$ cat config.mk
export PLATFORM = sky130hd
export DESIGN_NAME = ass_alert_status_summary
export DESIGN_NICKNAME = d
export VERILOG_FILES = /design/src/logic/ass_pkg.sv /design/src/logic/ass_alert_status_summary.sv
export VERILOG_INCLUDE_DIRS = /design/src /design/src/logic
export SDC_FILE = /design/constraint.sdc
export NUM_CORES = 1
export LEC_CHECK = 0
export BUFFER_PORTS_ARGS = -buffer_cell sky130_fd_sc_hd__buf_2
export CAP_MARGIN = 20
export CORE_MARGIN = 4
export CORE_UTILIZATION = 45
export CTS_BUF_LIST = sky130_fd_sc_hd__clkbuf_4 sky130_fd_sc_hd__clkbuf_8
export DETAILED_ROUTE_END_ITERATION = 8
export PLACE_DENSITY = 0.87
export SYNTH_ARGS = -nofsm -noshare
export SYNTH_HDL_FRONTEND = slang
export SYNTH_SLANG_ARGS = --single-unit
$ cat constraint.sdc
create_clock -name ref_clk -period 2.7 [get_ports ref_clk]
set_clock_uncertainty 0.1 [all_clocks]
set_input_delay 0.135 -clock ref_clk [delete_from_list [all_inputs] [get_ports ref_clk]]
set_output_delay 0.135 -clock ref_clk [all_outputs]
set_load 0.005 [all_outputs]
$ cat src/logic/ass_consts.svh
// offsets, field positions, reset values and codes of the alert summary block
`ifndef ASS_CONSTS_SVH
`define ASS_CONSTS_SVH
`define ASS_OFS_IFS        8'h03
`define ASS_OFS_SUM        8'h02
`define ASS_IFS_RESET      16'h0000
`define ASS_IFS_W0C_MASK   16'hfe01
`define ASS_IFS_RW_MASK    16'h00f0
`define ASS_BIT_PEC_UP     15
`define ASS_BIT_PEC_DN     14
`define ASS_BIT_MAN_UP     13
`define ASS_BIT_MAN_DN     12
`define ASS_BIT_PAR_UP     11
`define ASS_BIT_PAR_DN     10
`define ASS_BIT_TWO_PATH   9
`define ASS_BIT_SPI        7
`define ASS_BIT_SCLK       6
`define ASS_BIT_OSC3       5
`define ASS_BIT_INTBUS     4
`define ASS_BIT_RJCT       0
`define ASS_SUM_PEC        5
`define ASS_SUM_LINK       4
`define ASS_SUM_CAL        3
`define ASS_SUM_CBAL       2
`define ASS_SUM_FAIL2      1
`define ASS_SUM_FAIL1      0
`define ASS_CFG_DUAL       2'h3
`define ASS_CB_ABORT       2'h3
`define ASS_CB_IDLE        2'h0
`define ASS_CB_RUN         2'h1
`endif

$ cat src/logic/ass_pkg.sv
// types of the alert summary block
package ass_pkg;
	typedef struct packed {
		logic up_pec;
		logic down_pec;
		logic up_manchester;
		logic down_manchester;
		logic up_parity;
		logic down_parity;
		logic two_path;
		logic rejected;
		logic spi_error;
		logic spi_crc;
		logic sclk;
		logic osc3;
		logic intbus;
	} ass_evt_s;
	typedef struct packed {
		logic adc_offset;
		logic ref_offset;
		logic thermal_offset;
		logic primary_gain;
		logic ref_gain;
	} ass_cal_s;
	typedef struct packed {
		logic timeout;
		logic temperature;
		logic notify;
		logic done;
	} ass_cb_s;
	typedef enum logic [1:0] {ASS_CB_IDLE_ST, ASS_CB_RUN_ST, ASS_CB_ABORT_ST} ass_cb_e;
endpackage

$ cat src/logic/ass_alert_status_summary.sv
// alert summary and interface fault status registers
`timescale 1ns/1ps
`include "ass_consts.svh"
// How it works
// RULE1: uart mode link summary ORs manchester, parity, two-path and rejected flags
// RULE2: spi mode link summary ORs spi, sclk, osc3, internal bus, rejected flags
// RULE3: packet check alert has its own bit, never feeds link summary
// RULE4: calibration summary bit 3 ORs the five calibration alerts
// RULE5: calibration summary clears only when all components clear; not writable
// RULE6: calibration error during balancing stops it, state 11, sets balancing calibration alert
// RULE7: balancing summary bit 2 ORs enabled, unmasked balancing alerts
// RULE8: balancing summary clears only when all its components clear
// RULE9: summary bit 1 ORs all sixteen bits of second failure-mode register
// RULE10: summary bit 0 ORs all sixteen bits of first failure-mode register
// RULE11: interface fault status register at 0x03, read/write, resets to zero
// RULE12: uart error and rejected flags clear on write zero; writing one keeps
// RULE13: uart mode up packet check failure discards and sets bit 15
// RULE14: dual-path config only, down packet check failure discards and sets bit 14
// RULE15: uart mode up manchester violation sets bit 13
// RULE16: dual-path config only, down manchester violation sets bit 12
// RULE17: host reads interface fault register on link summary and clears there
// RULE18: packet check alert ORs up, down and spi crc errors
// RULE19: unimplemented bits 8 and 3..1 read zero, writes ignored
module ass_alert_status_summary
	import ass_pkg::*;
(
	// clock and reset
	input  wire logic        ref_clk,
	input  wire logic        rst_n,
	// register port
	input  wire logic        reg_wr,
	input  wire logic        reg_rd,
	input  wire logic [7:0]  reg_addr,
	input  wire logic [15:0] reg_wdata,
	output logic      [15:0] reg_rdata,
	// mode
	input  wire logic        interface_select,
	input  wire logic [1:0]  serial_path_config,
	// error events and calibration alerts
	input  wire ass_evt_s    evt,
	input  wire ass_cal_s    cal,
	input  wire logic [15:0] first_failure_mode_register,
	input  wire logic [15:0] second_failure_mode_register,
	// balancing
	input  wire logic        balancing_start,
	input  wire logic        balancing_finish,
	input  wire ass_cb_s     cb_alerts,
	input  wire logic [4:0]  cb_irq_enable,
	input  wire logic        cb_alert_clear,
	// status outputs
	output logic      [7:0]  alert_summary,
	output logic      [1:0]  balancing_active_state,
	output logic             balancing_calibration_alert,
	output logic             discard_up,
	output logic             discard_down
);
	logic [15:0] ifs;
	logic [15:0] next_ifs;
	logic        spi_crc;
	logic        next_spi_crc;
	ass_cb_e     cb_st;
	ass_cb_e     next_cb_st;
	logic        next_cbcal;
	logic [7:0]  next_sum;
	logic [15:0] next_rdata;
	logic [1:0]  next_cb_out;
	logic        next_disc_up;
	logic        next_disc_dn;
	logic        uart;
	logic        dual;
	logic        cal_any;
	logic        wr_ifs;

	function automatic logic w0c(input logic cur, input logic set, input logic wr, input logic wbit);
		w0c = set | (cur & ~(wr & ~wbit));
	endfunction

	assign uart    = interface_select;
	assign dual    = interface_select && (serial_path_config == `ASS_CFG_DUAL);
	assign cal_any = |cal; // RULE4
	assign wr_ifs  = reg_wr && (reg_addr == `ASS_OFS_IFS); // RULE11

	// interface fault status next value, set wins over clear
	always_comb
	begin
		next_ifs = ifs;
		next_ifs[`ASS_BIT_PEC_UP]   = w0c(ifs[`ASS_BIT_PEC_UP], uart && evt.up_pec, wr_ifs,
			reg_wdata[`ASS_BIT_PEC_UP]); // RULE13
		next_ifs[`ASS_BIT_PEC_DN]   = w0c(ifs[`ASS_BIT_PEC_DN], dual && evt.down_pec, wr_ifs,
			reg_wdata[`ASS_BIT_PEC_DN]); // RULE14
		next_ifs[`ASS_BIT_MAN_UP]   = w0c(ifs[`ASS_BIT_MAN_UP], uart && evt.up_manchester, wr_ifs,
			reg_wdata[`ASS_BIT_MAN_UP]); // RULE15
		next_ifs[`ASS_BIT_MAN_DN]   = w0c(ifs[`ASS_BIT_MAN_DN], dual && evt.down_manchester, wr_ifs,
			reg_wdata[`ASS_BIT_MAN_DN]); // RULE16
		next_ifs[`ASS_BIT_PAR_UP]   = w0c(ifs[`ASS_BIT_PAR_UP], uart && evt.up_parity, wr_ifs,
			reg_wdata[`ASS_BIT_PAR_UP]); // RULE12
		next_ifs[`ASS_BIT_PAR_DN]   = w0c(ifs[`ASS_BIT_PAR_DN], dual && evt.down_parity, wr_ifs,
			reg_wdata[`ASS_BIT_PAR_DN]); // RULE12
		next_ifs[`ASS_BIT_TWO_PATH] = w0c(ifs[`ASS_BIT_TWO_PATH], dual && evt.two_path, wr_ifs,
			reg_wdata[`ASS_BIT_TWO_PATH]); // RULE12
		next_ifs[`ASS_BIT_RJCT]     = w0c(ifs[`ASS_BIT_RJCT], evt.rejected, wr_ifs,
			reg_wdata[`ASS_BIT_RJCT]); // RULE12
		next_ifs[`ASS_BIT_SPI]      = w0c(ifs[`ASS_BIT_SPI], ~uart && evt.spi_error, wr_ifs,
			reg_wdata[`ASS_BIT_SPI]);
		next_ifs[`ASS_BIT_SCLK]     = w0c(ifs[`ASS_BIT_SCLK], ~uart && evt.sclk, wr_ifs,
			reg_wdata[`ASS_BIT_SCLK]);
		next_ifs[`ASS_BIT_OSC3]     = w0c(ifs[`ASS_BIT_OSC3], ~uart && evt.osc3, wr_ifs,
			reg_wdata[`ASS_BIT_OSC3]);
		next_ifs[`ASS_BIT_INTBUS]   = w0c(ifs[`ASS_BIT_INTBUS], ~uart && evt.intbus, wr_ifs,
			reg_wdata[`ASS_BIT_INTBUS]);
		next_ifs = next_ifs & (`ASS_IFS_W0C_MASK | `ASS_IFS_RW_MASK); // RULE19
		// spi crc error cleared by writing zero to the spi error bit 7 of the interface fault register
		next_spi_crc = w0c(spi_crc, ~uart && evt.spi_crc, wr_ifs, reg_wdata[`ASS_BIT_SPI]);
		next_disc_up = uart && evt.up_pec; // RULE13
		next_disc_dn = dual && evt.down_pec; // RULE14
	end

	always_ff @(posedge ref_clk or negedge rst_n)
	begin
		if (!rst_n)
		begin
			ifs          <= `ASS_IFS_RESET; // RULE11
			spi_crc      <= 1'b0;
			discard_up   <= 1'b0;
			discard_down <= 1'b0;
		end
		else
		begin
			ifs          <= next_ifs;
			spi_crc      <= next_spi_crc;
			discard_up   <= next_disc_up;
			discard_down <= next_disc_dn;
		end
	end

	// balancing state machine
	always_comb
	begin
		next_cb_st = cb_st;
		next_cbcal = balancing_calibration_alert & ~cb_alert_clear;
		case (cb_st)
			ASS_CB_IDLE_ST:
			begin
				if (balancing_start)
					next_cb_st = ASS_CB_RUN_ST;
			end
			ASS_CB_RUN_ST:
			begin
				if (cal_any)
				begin
					next_cb_st = ASS_CB_ABORT_ST; // RULE6
					next_cbcal = 1'b1; // RULE6
				end
				else if (balancing_finish)
					next_cb_st = ASS_CB_IDLE_ST;
			end
			ASS_CB_ABORT_ST:
			begin
				if (balancing_start)
					next_cb_st = ASS_CB_RUN_ST;
			end
			default:
				next_cb_st = ASS_CB_IDLE_ST;
		endcase
		case (next_cb_st)
			ASS_CB_RUN_ST:   next_cb_out = `ASS_CB_RUN;
			ASS_CB_ABORT_ST: next_cb_out = `ASS_CB_ABORT; // RULE6
			default:         next_cb_out = `ASS_CB_IDLE;
		endcase
	end

	always_ff @(posedge ref_clk or negedge rst_n)
	begin
		if (!rst_n)
		begin
			cb_st                       <= ASS_CB_IDLE_ST;
			balancing_active_state      <= `ASS_CB_IDLE;
			balancing_calibration_alert <= 1'b0;
		end
		else
		begin
			cb_st                       <= next_cb_st;
			balancing_active_state      <= next_cb_out;
			balancing_calibration_alert <= next_cbcal;
		end
	end

	// summary bits and read data
	always_comb
	begin
		next_sum = 8'h00;
		next_sum[`ASS_SUM_PEC] = next_ifs[`ASS_BIT_PEC_UP] | next_ifs[`ASS_BIT_PEC_DN] | next_spi_crc; // RULE18
		if (uart)
			next_sum[`ASS_SUM_LINK] = next_ifs[`ASS_BIT_MAN_UP] | next_ifs[`ASS_BIT_MAN_DN] |
				next_ifs[`ASS_BIT_PAR_UP] | next_ifs[`ASS_BIT_PAR_DN] |
				next_ifs[`ASS_BIT_TWO_PATH] | next_ifs[`ASS_BIT_RJCT]; // RULE1 RULE3
		else
			next_sum[`ASS_SUM_LINK] = next_ifs[`ASS_BIT_SPI] | next_ifs[`ASS_BIT_SCLK] |
				next_ifs[`ASS_BIT_OSC3] | next_ifs[`ASS_BIT_INTBUS] | next_ifs[`ASS_BIT_RJCT]; // RULE2 RULE3
		next_sum[`ASS_SUM_CAL]   = cal_any; // RULE4 RULE5
		next_sum[`ASS_SUM_CBAL]  = |({cb_alerts.timeout, cb_alerts.temperature, next_cbcal,
			cb_alerts.notify, cb_alerts.done} & cb_irq_enable); // RULE7 RULE8
		next_sum[`ASS_SUM_FAIL2] = |second_failure_mode_register; // RULE9
		next_sum[`ASS_SUM_FAIL1] = |first_failure_mode_register; // RULE10
		next_rdata = 16'h0000;
		if (reg_rd && reg_addr == `ASS_OFS_IFS)
			next_rdata = ifs; // RULE19
		else if (reg_rd && reg_addr == `ASS_OFS_SUM)
			next_rdata = {8'h00, alert_summary};
	end

	always_ff @(posedge ref_clk or negedge rst_n)
	begin
		if (!rst_n)
		begin
			alert_summary <= 8'h00;
			reg_rdata     <= 16'h0000;
		end
		else
		begin
			alert_summary <= next_sum;
			reg_rdata     <= next_rdata;
		end
	end
endmodule

=== Word level (Yosys, flattened, before mapping) ===
Cells that the tools add are included.

* Word-level logic and storage cells: 125
* Output and inout bits: 29
* Flip-flop bits (word level): 42
* Bits of input ports: 93

* Muxes and demuxes: 10
* Reductions and logical operators: 22
* Bitwise operators: 77
* Equality and inequality tests: 7

{| class="wikitable"
|+ Operators with widths
! kind !! number
|-
| OR reduction 16 bit || 2
|-
| AND 1 bit || 26
|-
| NOT 1 bit || 26
|-
| bitwise OR 1 bit || 24
|-
| equality test 8 x 2 -> 1 bit, second input constant || 2
|-
| logical AND 1 bit || 16
|-
| two-way mux 16 bit || 1
|-
| OR reduction 5 bit || 2
|-
| case mux 2 bit (2 select lines) || 2
|-
| equality test 2 bit, second input constant || 3
|-
| two-way mux 2 bit || 3
|-
| two-way mux 6 bit || 1
|-
| AND 5 bit || 1
|-
| equality test 2 x 1 -> 1 bit, second input constant || 2
|-
| two-way mux 1 bit || 3
|-
| logical NOT 2 bit || 1
|-
| OR reduction 2 bit || 1
|}

=== Logic depth before layout (Yosys ltp) ===
* Word-level depth: 12
* Mapped depth: 6
* Depth with buffers taken out: 6

=== Worst setup path after synthesis ===
Ideal clock, no wire load.

* Path type: input port to flip-flop
* Start point: input port reg_addr[5]
* End point: register alert_summary[4]
* Slack: 880 ps
* Cell stages on the path: 6
* Data required time: 2451 ps
* Buffers on the path: 1
* Arrival: 1571 ps
* Setup time: 149 ps
* Cells stage by stage: or4_4 -> buf_6 -> o41ai_1 -> o211ai_1 -> nor4_1 -> a41oi_1

* Cells in the longest elaborated chain, start to end: 12
* Elaborated cells on any way between the ends: 52
* Classes of those cells: 1 x eq/ne; 1 x mux; 49 x bitwise; 1 x reduce/logical

{| class="wikitable"
|+ RTL lines
! element !! line !! RTL
|-
| start, declared || ass_alert_status_summary.sv:33 || <nowiki>input wire logic [7:0] reg_addr,</nowiki>
|-
| equality test 8 x 2 -> 1 bit (no line) (*) || -- ||
|-
| logical AND 1 bit (*) || ass_alert_status_summary.sv:81 || <nowiki>assign wr_ifs = reg_wr && (reg_addr == `ASS_OFS_IFS);</nowiki>
|-
| AND 1 bit || ass_alert_status_summary.sv:75 || <nowiki>w0c = set | (cur & ~(wr & ~wbit));</nowiki>
|-
| NOT 1 bit || ass_alert_status_summary.sv:75 ||
|-
| AND 1 bit || ass_alert_status_summary.sv:75 ||
|-
| bitwise OR 1 bit || ass_alert_status_summary.sv:75 ||
|-
| bitwise OR 1 bit (5 in a row) || ass_alert_status_summary.sv:194 || <nowiki>next_sum[`ASS_SUM_LINK] = next_ifs[`ASS_BIT_MAN_UP] | next_ifs[`ASS_BIT_MAN_DN] |</nowiki>
|-
| two-way mux 1 bit (*) || ass_alert_status_summary.sv:193 || <nowiki>if (uart)</nowiki>
|-
| net next_sum[4] || ass_alert_status_summary.sv:64 || <nowiki>logic [7:0] next_sum;</nowiki>
|-
| end signal, assigned || ass_alert_status_summary.sv:221 || <nowiki>alert_summary <= next_sum;</nowiki>
|-
| end, declared || ass_alert_status_summary.sv:51 || <nowiki>output logic [7:0] alert_summary,</nowiki>
|}

Mark *: on every way through the listed nets, which the timed path passes. The rest lies on a longest branch.

=== Final worst setup path ===
* Start point: input port first_failure_mode_register[14]
* End point: register alert_summary[0]

* Cells in the longest elaborated chain, start to end: 1

{| class="wikitable"
|+ RTL lines
! element !! line !! RTL
|-
| start, declared || ass_alert_status_summary.sv:42 || <nowiki>input wire logic [15:0] first_failure_mode_register,</nowiki>
|-
| OR reduction 16 bit || ass_alert_status_summary.sv:204 || <nowiki>next_sum[`ASS_SUM_FAIL1] = |first_failure_mode_register;</nowiki>
|-
| net next_sum[0] || ass_alert_status_summary.sv:64 ||
|}

The timed path passes the listed nets, and every way through them passes these cells.

==> results.txt <==
Outcome - complete, no violations
HP Start - evt[2]
TNS Setup - 0 ns
Post-synth EDFFs - 0
Critical-path top delay cell - dlygate4sd3_1
Layout Nets - 383
Fraction of layout cells with a size suffix above 1 - 0.424
Htree depth - 2
Clk buf depth - 2
Max cap viols - 0
Critical Path AT - 2.16 ns
Synth unique cells - 31
Crit-path most repeated cell - dlygate4sd3_1
Global-route wire length before repair - 7410 um
Final hold vios - 0
# diodes - 0
Die W - 69.5 um
WP data required - 2.76 ns
P&R area growth vs syn - 49.4%
Largest net degree at the start of global routing - 42
GPL Wtd Cong - 0.763
Normalized max-slew margin - 0.410
Total congestion overflow - 0
CP Capture Type - flip-flop
Commonest cells post-synth - dfrtp_1, nand2_1, and2_1
Top cell type's share of synthesized area - 0.602
RSZ-0062 raised after global routing - false
CTS clk-pin slew, worst paths - 0.07 ns
CTS tree - built
Critical R2R Launch - cb_st[1]
DRC errors left - 0
Worst r2r path cells - 5
Core ar. - 0.00366 sq mm
Initial cell density of the core - 0.465
Worst Hold Class - input port to flip-flop
IO Pins - 122
Tcrit/Tclk final - 0.777
Final setup viols - 0
Antenna viol nets, final - 0
DR vias - 1663
Top cells by area, synth - dfrtp_1, and2_1, o41ai_1, nor4_1, nand2_1
WHS Endpoint - ifs[6]
First drt pass iteration count - 4
Cells after Synth - 156
Max Slew Vio Count - 0
Vias in the first global route - 1668
CTS resizes - 0
Power Density - 451 mW/mm^2
Sequential fraction of the synthesis area - 0.602
Initial drt markers - 86
# clock sinks - 41
Die area - 0.00483 sq mm
Worst-Margin Slew - 0.885 ns
Clock Latency Late Sink - 0.28 ns
WHS Path Cells - 3
Mapped Avg Cell Area - 10.9 sq um
Max VDD drop - 0.000248 V
Post-synth ARST share - 1.00
Fmax - 0.476 GHz
Initial antenna violation count - 0
Min cycle time layout - 2.10 ns
Critical path fanouts, max - 1
Top delay family on crit path - buffers and inverters
Crit-path max cell delay - 0.59 ns
Startpoint types - input port
Die height - 69.5 um
Gr usage total - 0.193
Placement Rows - 22
Total wire length - 4580 um
Num CTS Buffers - 5
Post-CTS setup buffers - 0
Flops & latches, synth - 41
Clk Tree Root Cell - clkbuf_8
Count leader, synth - dfrtp_1
Post-Syn Area - 0.00170 sq mm
CP Buf/Inv Count - 4
LEAKAGE - 1.29 nW
Hold WS - 0.0115 ns
Wire length per cell - 13.6 um
DPL Wire Length - 3450 um
FF-to-FF End - alert_summary[2]
Post-synth top flop - dfrtp_1
Ys Warns - 0
Area leader, netlist - dfrtp_1
PortBufs - 114
CP Class - input port to flip-flop
Reg2reg setup slack - 1.07 ns
Vias per inst - 4.95
Crit path cell chain - dlygate4sd3_1, buf_2, nor4_1, dlygate4sd3_1, nand4_1, dlygate4sd3_1
per-stage QoR:
step            util  worst slack, ns  cell area (sq um)  instances  power, mW
2_1_floorplan      -            0.880               1710        158      0.695
3_3_place_gp   0.626            0.725               2290        312      0.782
3_5_place_dp   0.626            0.679               2290        312      0.787
4_1_cts        0.695            0.650               2540        336       1.16
5_1_grt        0.695            0.462               2540        336       1.20
6_report       0.695            0.601               2540        336       1.15
repair_timing:
item	CTS	global route
hold buffers	18	0
endpoints found under the setup margin	0	0
hold endpoints to repair	53	0
cells by family after synthesis:
logic type	Yosys count	synth area share
AOI/OAI and AO/OA	25	0.107
adders and majority gates	1	0.00735
buffers and inverters	19	0.0536
DFF	41	0.602
muxes	3	0.0176
other	1	0.00220
and+or+nand+nor	66	0.210
registers in the layout (all words and copies together), names as in the netlist:
register,count
discard_up,1
reg_rdata,15
balancing_active_state,2
alert_summary,6
discard_down,1
cb_st,2
spi_crc,1
balancing_calibration_alert,1
ifs,12
layer usage:
layer  share of wire  vias to the layer above  wire length, um  GRT usage
li1                -                      813                -          -
met1            0.37                      754             1720      0.240
met2            0.51                       85             2340      0.324
met3           0.090                       11              413     0.0464
met4           0.023                        0              106     0.0759
met5               0                        -                0          0
power breakdown:
group          switching [mW]  total, mW  internal, mW  leakage [nW]
clock network           0.182      0.352         0.170        0.0399
logic                  0.0709      0.156        0.0846         0.782
registers             0.00706      0.639         0.632         0.468
total                   0.260       1.15         0.886          1.29
cell usage in the layout (no fill, tap or decap), types with 3 or more instances in the layout:
| master | n |
|---|---|
| and2_1 | 13 |
| buf_2 | 114 |
| clkbuf_8 | 5 |
| conb_1 | 3 |
| dfrtp_1 | 41 |
| dlygate4sd3_1 | 18 |
| inv_1 | 11 |
| mux2i_1 | 3 |
| nand2_1 | 15 |
| nand2b_1 | 3 |
| nor2_1 | 10 |
| nor3b_1 | 4 |
| nor4_1 | 10 |
| o21ai_0 | 7 |
| o41ai_1 | 9 |
area by class of cell:
class                           instances  area, sq um
Multi-Input combinational cell         98          593
Tap cell                               48         60.1
Inverter                               11         41.3
Fill cell                             271         1120
Clock buffer                            5         68.8
Clock inverter                          1         5.00
Sequential cell                        41         1030
Timing Repair Buffer                  132          751
worst max-delay path by stage:
stage,start,to,slack [ns],depth (start not counted)
3_5_place_dp,reg_addr[5],alert_summary[4],0.68,6
2_1_floorplan,reg_addr[5],alert_summary[4],0.88,6
5_1_grt,first_failure_mode_register[14],alert_summary[0],0.46,6
3_3_place_gp,reg_addr[5],alert_summary[4],0.73,6
6_report,first_failure_mode_register[14],alert_summary[0],0.60,6
4_1_cts,second_failure_mode_register[14],alert_summary[1],0.65,6
worst register-to-register path, stage by stage (launching register included):
cell and delay [ns]:
dfrtp_1 0.38, nand2b_1 0.18, o22ai_1 0.18, nand2_1 0.08, nand3_1 0.09, dlygate4sd3_1 0.55
Power figures use the tool's default switching activity.
